==> src/verilog/sdc_cache_regs.vh <==
/*
  register offsets, field positions, reset values and sizes of the
  segmented disk buffer cache controller.
  assumes: included by the controller file, byte addresses on a 32-bit bus.
*/
`ifndef SDC_CACHE_REGS_VH
`define SDC_CACHE_REGS_VH

// register byte offsets
`define SDC_OFF_CTRL 8'h00
`define SDC_OFF_STATUS 8'h04
`define SDC_OFF_SEGSIZE 8'h08
`define SDC_OFF_PFLIMIT 8'h0C
`define SDC_OFF_CHITS 8'h10
`define SDC_OFF_PHITS 8'h14

// control bits
`define SDC_CTRL_READ_CACHE_DISABLE 0
`define SDC_CTRL_WRITE_CACHE_ENABLE 1
`define SDC_CTRL_READ_AHEAD_DISABLE 2
`define SDC_CTRL_CHK 3

// status bits
`define SDC_ST_BUSY 0
`define SDC_ST_DEFER 1
`define SDC_ST_REJECT 2
`define SDC_ST_PFON 3

// reset values of control bits
`define SDC_RST_READ_CACHE_DISABLE 1'b0
`define SDC_RST_WRITE_CACHE_ENABLE 1'b1
`define SDC_RST_READ_AHEAD_DISABLE 1'b0
`define SDC_RST_CHK 1'b0

// segment size field always reads all ones
`define SDC_SEGSIZE_RD 16'hFFFF

// command codes
`define SDC_OP_READ 2'h0
`define SDC_OP_WRITE 2'h1
`define SDC_OP_SYNC 2'h2

// default sizes
`define SDC_SEG_BLKS 64
`define SDC_PF_BLKS 32

`endif

==> src/verilog/sdc_cache.v <==
/*
  segmented buffer cache controller: segment tag table, read hit search,
  miss fill, prefetch, write retention with early completion, flush on sync,
  avalon-mm register slave with waitrequest.
  assumes: one clock, host command port and medium request port synchronous
  to core_clk_in; the medium answers each request with a one-cycle ack.
*/
`timescale 1ns/100ps
`default_nettype none
`include "sdc_cache_regs.vh"

module sdc_cache #(
  parameter LBA_W = 32,
  parameter LEN_W = 16,
  parameter SEG_IW = 2,
  parameter SEG_BLKS = `SDC_SEG_BLKS,
  parameter PF_BLKS = `SDC_PF_BLKS
) (
  // clock and reset
  input wire core_clk_in,
  input wire nrst_in,
  // avalon-mm slave
  input wire [7:0] avs_address_in,
  input wire avs_read_in,
  input wire avs_write_in,
  input wire [31:0] avs_writedata_in,
  input wire [3:0] avs_byteenable_in,
  output reg [31:0] avs_readdata_out,
  output wire avs_waitrequest_out,
  // host commands
  input wire cmd_valid_in,
  input wire [1:0] cmd_op_in,
  input wire [LBA_W-1:0] cmd_lba_in,
  input wire [LEN_W-1:0] cmd_len_in,
  output wire cmd_ready_out,
  output reg done_out,
  output reg done_err_out,
  output reg done_hit_out,
  output reg done_pf_hit_out,
  // medium path
  output reg med_req_out,
  output reg med_write_out,
  output reg [LBA_W-1:0] med_lba_out,
  output reg [LEN_W-1:0] med_len_out,
  input wire med_ack_in,
  input wire med_err_in
);

  localparam NSEG = 1 << SEG_IW;
  localparam [2:0] S_IDLE = 3'd0;
  localparam [2:0] S_LOOK = 3'd1;
  localparam [2:0] S_MED = 3'd2;
  localparam [2:0] S_FLUSH = 3'd3;
  localparam [1:0] K_RD = 2'd0;
  localparam [1:0] K_PF = 2'd1;
  localparam [1:0] K_WR = 2'd2;
  localparam [1:0] K_FL = 2'd3;
  localparam [LEN_W-1:0] SEG_LEN = SEG_BLKS[LEN_W-1:0];
  localparam [LEN_W-1:0] PF_LEN = PF_BLKS[LEN_W-1:0];

  // segment tag table
  reg [LBA_W-1:0] seg_lba_reg [0:NSEG-1];
  reg [LEN_W-1:0] seg_cnt_reg [0:NSEG-1];
  reg [NSEG-1:0] seg_val_reg;
  reg [NSEG-1:0] seg_dirty_reg;
  reg [NSEG-1:0] seg_pf_reg;

  reg [2:0] state_reg;
  reg [1:0] kind_reg;
  reg [1:0] op_reg;
  reg [LBA_W-1:0] lba_reg;
  reg [LEN_W-1:0] len_reg;
  reg [SEG_IW-1:0] vic_reg;
  reg [SEG_IW-1:0] rr_reg;
  reg ret_look_reg;
  reg pf_pred_reg;
  reg [LBA_W-1:0] last_end_reg;
  reg defer_set_reg;
  reg [31:0] hits_reg;
  reg [31:0] pf_hits_reg;

  // bus side state
  reg resp_reg;
  reg read_cache_disable_reg;
  reg write_cache_enable_reg;
  reg read_ahead_disable_reg;
  reg parameter_check_a_reg;
  reg defer_reg;
  reg reject_reg;

  // end address of a block range, one bit wider than an address
  function [LBA_W:0] range_end;
    input [LBA_W-1:0] l;
    input [LEN_W-1:0] n;
    begin
      range_end = {1'b0, l} + {{(LBA_W-LEN_W+1){1'b0}}, n};
    end
  endfunction

  function covers;
    input [LBA_W-1:0] s;
    input [LEN_W-1:0] c;
    input [LBA_W-1:0] l;
    input [LEN_W-1:0] n;
    begin
      covers = (l >= s) && (range_end(l, n) <= range_end(s, c));
    end
  endfunction

  function overlaps;
    input [LBA_W-1:0] s;
    input [LEN_W-1:0] c;
    input [LBA_W-1:0] l;
    input [LEN_W-1:0] n;
    begin
      overlaps = ({1'b0, l} < range_end(s, c)) && ({1'b0, s} < range_end(l, n));
    end
  endfunction

  // a ring keeps only the newest SEG_BLKS blocks of a long transfer
  function [LBA_W-1:0] tail_lba;
    input [LBA_W-1:0] l;
    input [LEN_W-1:0] n;
    begin
      if (n > SEG_LEN) begin
        tail_lba = l + {{(LBA_W-LEN_W){1'b0}}, n - SEG_LEN};
      end else begin
        tail_lba = l;
      end
    end
  endfunction

  function [LEN_W-1:0] tail_cnt;
    input [LEN_W-1:0] n;
    begin
      tail_cnt = (n > SEG_LEN) ? SEG_LEN : n;
    end
  endfunction

  // segment search
  reg hit_found;
  reg [SEG_IW-1:0] hit_idx;
  reg ovl_dirty;
  reg [SEG_IW-1:0] ovl_idx;
  reg flush_any;
  reg [SEG_IW-1:0] flush_idx;
  integer i;
  integer j;

  always @* begin
    hit_found = 1'b0;
    hit_idx = {SEG_IW{1'b0}};
    ovl_dirty = 1'b0;
    ovl_idx = {SEG_IW{1'b0}};
    flush_any = 1'b0;
    flush_idx = {SEG_IW{1'b0}};
    for (i = 0; i < NSEG; i = i + 1) begin
      // with read caching off only prefetched segments may hit
      if (!hit_found && seg_val_reg[i] && (!read_cache_disable_reg || seg_pf_reg[i]) &&
          covers(seg_lba_reg[i], seg_cnt_reg[i], lba_reg, len_reg)) begin
        hit_found = 1'b1;
        hit_idx = i[SEG_IW-1:0];
      end
      if (!ovl_dirty && seg_dirty_reg[i] && overlaps(seg_lba_reg[i], seg_cnt_reg[i], lba_reg, len_reg)) begin
        ovl_dirty = 1'b1;
        ovl_idx = i[SEG_IW-1:0];
      end
      if (!flush_any && seg_dirty_reg[i]) begin
        flush_any = 1'b1;
        flush_idx = i[SEG_IW-1:0];
      end
    end
  end

  assign cmd_ready_out = (state_reg == S_IDLE);

  wire [SEG_IW-1:0] rr_plus = rr_reg + 1'b1;
  wire [LBA_W:0] req_end = range_end(lba_reg, len_reg);

  always @(posedge core_clk_in or negedge nrst_in) begin
    if (!nrst_in) begin
      for (j = 0; j < NSEG; j = j + 1) begin
        seg_lba_reg[j] <= {LBA_W{1'b0}};
        seg_cnt_reg[j] <= {LEN_W{1'b0}};
      end
      seg_val_reg <= {NSEG{1'b0}};
      seg_dirty_reg <= {NSEG{1'b0}};
      seg_pf_reg <= {NSEG{1'b0}};
      state_reg <= S_IDLE;
      kind_reg <= K_RD;
      op_reg <= `SDC_OP_READ;
      lba_reg <= {LBA_W{1'b0}};
      len_reg <= {LEN_W{1'b0}};
      vic_reg <= {SEG_IW{1'b0}};
      rr_reg <= {SEG_IW{1'b0}};
      ret_look_reg <= 1'b0;
      pf_pred_reg <= 1'b0;
      last_end_reg <= {LBA_W{1'b0}};
      defer_set_reg <= 1'b0;
      hits_reg <= 32'h0000_0000;
      pf_hits_reg <= 32'h0000_0000;
      done_out <= 1'b0;
      done_err_out <= 1'b0;
      done_hit_out <= 1'b0;
      done_pf_hit_out <= 1'b0;
      med_req_out <= 1'b0;
      med_write_out <= 1'b0;
      med_lba_out <= {LBA_W{1'b0}};
      med_len_out <= {LEN_W{1'b0}};
    end else begin
      done_out <= 1'b0;
      done_err_out <= 1'b0;
      done_hit_out <= 1'b0;
      done_pf_hit_out <= 1'b0;
      defer_set_reg <= 1'b0;
      case (state_reg)
        S_IDLE: begin
          if (cmd_valid_in) begin
            op_reg <= cmd_op_in;
            lba_reg <= cmd_lba_in;
            len_reg <= cmd_len_in;
            state_reg <= (cmd_op_in == `SDC_OP_SYNC) ? S_FLUSH : S_LOOK;
          end
        end
        S_LOOK: begin
          if (op_reg == `SDC_OP_READ) begin
            if (hit_found) begin
              done_out <= 1'b1;
              done_hit_out <= ~seg_pf_reg[hit_idx];
              done_pf_hit_out <= seg_pf_reg[hit_idx];
              if (seg_pf_reg[hit_idx]) begin
                pf_hits_reg <= pf_hits_reg + 32'h0000_0001;
              end else begin
                hits_reg <= hits_reg + 32'h0000_0001;
              end
              pf_pred_reg <= 1'b1;
              last_end_reg <= req_end[LBA_W-1:0];
              state_reg <= S_IDLE;
            end else if (seg_dirty_reg[rr_reg]) begin
              kind_reg <= K_FL;
              vic_reg <= rr_reg;
              ret_look_reg <= 1'b1;
              med_req_out <= 1'b1;
              med_write_out <= 1'b1;
              med_lba_out <= seg_lba_reg[rr_reg];
              med_len_out <= seg_cnt_reg[rr_reg];
              state_reg <= S_MED;
            end else begin
              kind_reg <= K_RD;
              vic_reg <= rr_reg;
              pf_pred_reg <= (lba_reg == last_end_reg);
              med_req_out <= 1'b1;
              med_write_out <= 1'b0;
              med_lba_out <= lba_reg;
              med_len_out <= len_reg;
              state_reg <= S_MED;
            end
          end else if (ovl_dirty || seg_dirty_reg[rr_reg]) begin
            // commit older dirty data before it can be cleared or reused
            kind_reg <= K_FL;
            vic_reg <= ovl_dirty ? ovl_idx : rr_reg;
            ret_look_reg <= 1'b1;
            med_req_out <= 1'b1;
            med_write_out <= 1'b1;
            med_lba_out <= seg_lba_reg[ovl_dirty ? ovl_idx : rr_reg];
            med_len_out <= seg_cnt_reg[ovl_dirty ? ovl_idx : rr_reg];
            state_reg <= S_MED;
          end else begin
            for (j = 0; j < NSEG; j = j + 1) begin
              if (overlaps(seg_lba_reg[j], seg_cnt_reg[j], lba_reg, len_reg)) begin
                seg_val_reg[j] <= 1'b0;
              end
            end
            vic_reg <= rr_reg;
            if (write_cache_enable_reg && (len_reg <= SEG_LEN)) begin
              seg_lba_reg[rr_reg] <= lba_reg;
              seg_cnt_reg[rr_reg] <= len_reg;
              seg_val_reg[rr_reg] <= ~read_cache_disable_reg;
              seg_dirty_reg[rr_reg] <= 1'b1;
              seg_pf_reg[rr_reg] <= 1'b0;
              rr_reg <= rr_plus;
              done_out <= 1'b1;
              state_reg <= S_IDLE;
            end else begin
              kind_reg <= K_WR;
              med_req_out <= 1'b1;
              med_write_out <= 1'b1;
              med_lba_out <= lba_reg;
              med_len_out <= len_reg;
              state_reg <= S_MED;
            end
          end
        end
        S_MED: begin
          if (med_ack_in) begin
            med_req_out <= 1'b0;
            case (kind_reg)
              K_RD: begin
                seg_lba_reg[vic_reg] <= tail_lba(lba_reg, len_reg);
                seg_cnt_reg[vic_reg] <= tail_cnt(len_reg);
                seg_val_reg[vic_reg] <= ~read_cache_disable_reg;
                seg_pf_reg[vic_reg] <= 1'b0;
                rr_reg <= rr_plus;
                done_out <= 1'b1;
                done_err_out <= med_err_in;
                last_end_reg <= req_end[LBA_W-1:0];
                // prefetch length limits from the host are not used
                if (!read_ahead_disable_reg && pf_pred_reg && !seg_dirty_reg[rr_plus]) begin
                  kind_reg <= K_PF;
                  vic_reg <= rr_plus;
                  med_req_out <= 1'b1;
                  med_write_out <= 1'b0;
                  med_lba_out <= req_end[LBA_W-1:0];
                  med_len_out <= PF_LEN;
                end else begin
                  state_reg <= S_IDLE;
                end
              end
              K_PF: begin
                seg_lba_reg[vic_reg] <= med_lba_out;
                seg_cnt_reg[vic_reg] <= med_len_out;
                seg_val_reg[vic_reg] <= ~med_err_in;
                seg_pf_reg[vic_reg] <= 1'b1;
                rr_reg <= vic_reg + 1'b1;
                state_reg <= S_IDLE;
              end
              K_WR: begin
                seg_lba_reg[vic_reg] <= tail_lba(lba_reg, len_reg);
                seg_cnt_reg[vic_reg] <= tail_cnt(len_reg);
                seg_val_reg[vic_reg] <= ~read_cache_disable_reg & ~med_err_in;
                seg_pf_reg[vic_reg] <= 1'b0;
                rr_reg <= rr_plus;
                done_out <= 1'b1;
                done_err_out <= med_err_in;
                state_reg <= S_IDLE;
              end
              default: begin
                seg_dirty_reg[vic_reg] <= 1'b0;
                defer_set_reg <= med_err_in;
                state_reg <= ret_look_reg ? S_LOOK : S_FLUSH;
              end
            endcase
          end
        end
        S_FLUSH: begin
          if (flush_any) begin
            kind_reg <= K_FL;
            vic_reg <= flush_idx;
            ret_look_reg <= 1'b0;
            med_req_out <= 1'b1;
            med_write_out <= 1'b1;
            med_lba_out <= seg_lba_reg[flush_idx];
            med_len_out <= seg_cnt_reg[flush_idx];
            state_reg <= S_MED;
          end else begin
            done_out <= 1'b1;
            state_reg <= S_IDLE;
          end
        end
        default: begin
          state_reg <= S_IDLE;
        end
      endcase
    end
  end

  // register slave: one wait cycle per access
  wire bus_req = avs_read_in | avs_write_in;
  wire wr_now = avs_write_in & resp_reg;
  wire st_clr = wr_now && (avs_address_in == `SDC_OFF_STATUS) && avs_byteenable_in[0];
  wire seg_wr = wr_now && (avs_address_in == `SDC_OFF_SEGSIZE) && (avs_byteenable_in[1:0] != 2'b00);

  assign avs_waitrequest_out = bus_req & ~resp_reg;

  reg [31:0] rd_mux;
  always @* begin
    case (avs_address_in)
      `SDC_OFF_CTRL: rd_mux = {28'h000_0000, parameter_check_a_reg, read_ahead_disable_reg, write_cache_enable_reg,
                               read_cache_disable_reg};
      `SDC_OFF_STATUS: rd_mux = {28'h000_0000, pf_pred_reg & ~read_ahead_disable_reg, reject_reg, defer_reg,
                                 state_reg != S_IDLE};
      `SDC_OFF_SEGSIZE: rd_mux = {16'h0000, `SDC_SEGSIZE_RD};
      `SDC_OFF_CHITS: rd_mux = hits_reg;
      `SDC_OFF_PHITS: rd_mux = pf_hits_reg;
      default: rd_mux = 32'h0000_0000;
    endcase
  end

  always @(posedge core_clk_in or negedge nrst_in) begin
    if (!nrst_in) begin
      resp_reg <= 1'b0;
      avs_readdata_out <= 32'h0000_0000;
      read_cache_disable_reg <= `SDC_RST_READ_CACHE_DISABLE;
      write_cache_enable_reg <= `SDC_RST_WRITE_CACHE_ENABLE;
      read_ahead_disable_reg <= `SDC_RST_READ_AHEAD_DISABLE;
      parameter_check_a_reg <= `SDC_RST_CHK;
      defer_reg <= 1'b0;
      reject_reg <= 1'b0;
    end else begin
      resp_reg <= bus_req & ~resp_reg;
      if (avs_read_in & ~resp_reg) begin
        avs_readdata_out <= rd_mux;
      end
      // control bits steer caching and prefetch independently
      if (wr_now && (avs_address_in == `SDC_OFF_CTRL) && avs_byteenable_in[0]) begin
        read_cache_disable_reg <= avs_writedata_in[`SDC_CTRL_READ_CACHE_DISABLE];
        write_cache_enable_reg <= avs_writedata_in[`SDC_CTRL_WRITE_CACHE_ENABLE];
        read_ahead_disable_reg <= avs_writedata_in[`SDC_CTRL_READ_AHEAD_DISABLE];
        parameter_check_a_reg <= avs_writedata_in[`SDC_CTRL_CHK];
      end
      // set wins over a write-one-to-clear in the same cycle
      defer_reg <= defer_set_reg | (defer_reg & ~(st_clr & avs_writedata_in[`SDC_ST_DEFER]));
      reject_reg <= (seg_wr & parameter_check_a_reg) |
                    (reject_reg & ~(st_clr & avs_writedata_in[`SDC_ST_REJECT]));
    end
  end

endmodule

`default_nettype wire

==> config.mk <==
export PLATFORM = sky130hd
export DESIGN_NAME = sdc_cache
export DESIGN_NICKNAME = d
export VERILOG_FILES = /design/src/verilog/sdc_cache.v
export VERILOG_INCLUDE_DIRS = /design/src /design/src/verilog
export SDC_FILE = /design/constraint.sdc
export NUM_CORES = 2
export LEC_CHECK = 0
export ABC_AREA = 1
export BUFFER_PORTS_ARGS = -buffer_cell sky130_fd_sc_hd__buf_2
export CAP_MARGIN = 10
export CORE_ASPECT_RATIO = 0.9
export CORE_UTILIZATION = 30
export CTS_CLUSTER_SIZE = 10
export DETAILED_ROUTE_END_ITERATION = 16
export MAX_ROUTING_LAYER = met4
export PLACE_DENSITY = 0.41
export SYNTH_ARGS = -nofsm -noshare
export SYNTH_HDL_FRONTEND = slang
export SYNTH_SLANG_ARGS = --single-unit
==> constraint.sdc <==
create_clock -name core_clk_in -period 7 [get_ports core_clk_in]
set_input_delay 0.35 -clock core_clk_in [delete_from_list [all_inputs] [get_ports core_clk_in]]
set_output_delay 0.35 -clock core_clk_in [all_outputs]
set_load 0.005 [all_outputs]
==> reports/results.ini <==
[cts]
root_buffer=clkbuf_16
cts_made_buffers=61
clock_sinks=453
clock_path_buffers=3
clock_latency_ns=0.73
htree_levels=2
cts_tree=built
clkSlewWorstSetupHoldPaths_ns=0.06

[outcome]
outcome=finished clean

[synth]
yosysUniqueCellTypes=67
synth.cell_area_um2=46000
avgSynthCellArea_um2=6.94
synth_warnings=0
ys_seq_area_share_pct=24.6
async_flop_share_pct=100
synth_nets=7349
synth-edff-count=0
synth_top_flop_cell=dfrtp_1
synth_top_area_share_pct=24.6
yosysTopAreaCell=dfrtp_1
ys_ff_latch=453
postSynthCellCount=6630
synth.area.top_cells=dfrtp_1 (25%), ha_1 (17%), nand2_1 (12%)

[timing]
max_freq_mhz=147
finalSetupViolCount=0
slew_violations=0
tightestPinTransition_ns=1.36
whs_ns=0.0948
rsz0062_at_grt=no
hold_violations=0
fin_skew_ns=0.0336
finalCritPeriodShare_pct=96.9
layout_min_cycle_time_ns=6.78
slew_headroom_pct=9.09
fin_tns_setup_ns=0

[setup_path]
critical_path_class=reg -> reg
critPathCaptureType=register
startpoint_type=register
worstPathArrival_ns=7.42
ff2ff_setup_slack_ns=0.22
crit_slowest_cell=dfrtp_1
critPathMaxFanout=9
cp_common_cell=buf_4
worstPathRequired_ns=7.64
max_stage_delay_ns=0.48

[floorplan]
die_area_um2=155000
die_w_um=415
die_h_um=374
pin_count=189
initial_core_util_pct=30.4
core.rowCount=135
core_area_um2=151000

[drt]
drt_iter0_drc=6370
drc_errors=0
vias_per_cell=5.74
wl_per_cell_um=30.6
dr.pass1.iters=6
drt_wl_total_um=278000
drt.antenna.violating_nets=0
num_vias=52157

[finish]
finalNetCount=7773
fillers=16446
stdcell_area_um2=54700
drive_above_1_share_pct=11.5
largest_register_ffs=96
mostFrequentLayoutCells=nand2_1 (1,513), a21oi_1 (714), o21ai_0 (703)
final_common_cell=nand2_1
syn2layout_area_growth_pct=19.0

[global_route]
grt-ovfl-total=0
antenna_found_initial=5
grt_pass1_wl_um=382000
grt_usage_pct=35.7
grt_max_degree=148
grt_pass1_vias=48276

[placed_design]
gp_congestion=1.04
placed_area_um2=51700
hpwl_um=211000
io_buffers=158

[flow_run]
max-cap-violations=0

[worst_hold_path]
hp-class=in -> reg

==> per-layer routing <==
metal  share of wire, %  wire length (um)  up-vias  track usage [%]
met5                  0                 0        -                -
met4                5.3             14700        0             15.3
met2                 43            120000     2653             53.9
met3                8.0             22200      464             4.79
met1                 43            121000    25216             47.5
li1                   -                 -    23824                -
==> area by class of cell <==
type                    count  area (um^2)  area share [%]
clock buffers              96         1860            3.40
diodes                      5         12.5          0.0229
inverters                 574         2160            3.95
well taps                1986         2480            4.54
clock inverters            14          155           0.283
multi-input cells        5325        31400            57.4
flip-flops and latches    453        11300            20.7
repair buffers            639         5290            9.67
==> path summary, 6_finish.rpt <==
check | endpoint | from | depth (start not counted)
min | done_err_out | med_err_in | 3
min in group asynchronous | covers.n[3] | nrst_in | 2
max in group asynchronous | pf_hits_reg[21] | nrst_in | 3
max | seg_lba_reg[84] | seg_cnt_reg[35] | 40
min reg2reg | defer_reg | defer_set_reg | 1
max reg2reg | seg_lba_reg[84] | seg_cnt_reg[35] | 40
==> cell usage after synthesis (5+ instances only) <==
master / n
fa_1: 5
o2111ai_1: 6
nand2_1: 1519
clkbuf_2: 8
a21boi_0: 9
mux2_2: 11
o221ai_1: 16
buf_1: 17
ha_1: 613
buf_4: 14
nand3b_1: 12
xnor2_1: 65
nand2_2: 10
inv_1: 544
inv_2: 11
nor3_1: 111
buf_2: 38
o32ai_1: 64
clkbuf_1: 179
o21a_1: 15
a221oi_1: 20
xor2_1: 166
nor4_1: 37
o31ai_1: 9
o21ai_0: 714
a21oi_4: 5
a211oi_1: 28
and3_1: 8
clkinv_1: 19
o21ai_1: 30
nand4_1: 98
o21bai_1: 7
a21o_1: 8
nor2_1: 440
a21oi_1: 719
buf_6: 22
nor2_2: 5
nand3_1: 349
a31oi_1: 14
o211ai_1: 54
o311ai_0: 8
dfrtp_1: 452
or2_2: 28
o22ai_1: 82
==> cell families after synthesis <==
logic type / after synthesis / synth area share [%]
multiplexers: 11 / 0.269
AND/OR/NAND/NOR: 2637 / 24.1
AO/OA/AOI/OAI: 1827 / 22.1
flip-flops: 453 / 24.6
buffers and inverters: 852 / 7.55
adder cells (fa/ha/maj): 618 / 16.9
XOR/XNOR: 232 / 4.43
==> through the flow <==
step | cells | setup slack, ns | utilization (%)
after floorplan | 6630 | 1.71 | -
after global placement | 8904 | -0.0693 | 34.2
after detailed placement | 8904 | -0.0518 | 34.2
after CTS | 9075 | 0.00824 | 35.9
after global routing | 9089 | 0.00650 | 36.2
final | 9092 | 0.218 | 36.2
==> worst max-delay path, delay by kind of cell, from the launching register on <==
kind | cells | cell delay (ns)
buffers and inverters | 11 | 1.69
and+or+nand+nor | 15 | 1.85
DFF | 1 | 0.48
adders and majority gates | 2 | 0.74
xor gates and xnor gates | 1 | 0.17
AOI/OAI and AO/OA | 11 | 1.70
==> timing repair <==
| action | in CTS | in global routing |
|---|---|---|
| endpoints found under the hold margin | 107 | 0 |
| hold buffers | 60 | 0 |
| gates resized for setup | 4 | 52 |
| pin swaps | 0 | 7 |
| setup buffers | 1 | 6 |
| gates cloned | 0 | 5 |
| setup endpoints to repair | 186 | 359 |
Power is left out: the tool's default activity adds up to more than one toggle a clock period on the data nets, which glitch-free logic cannot reach.
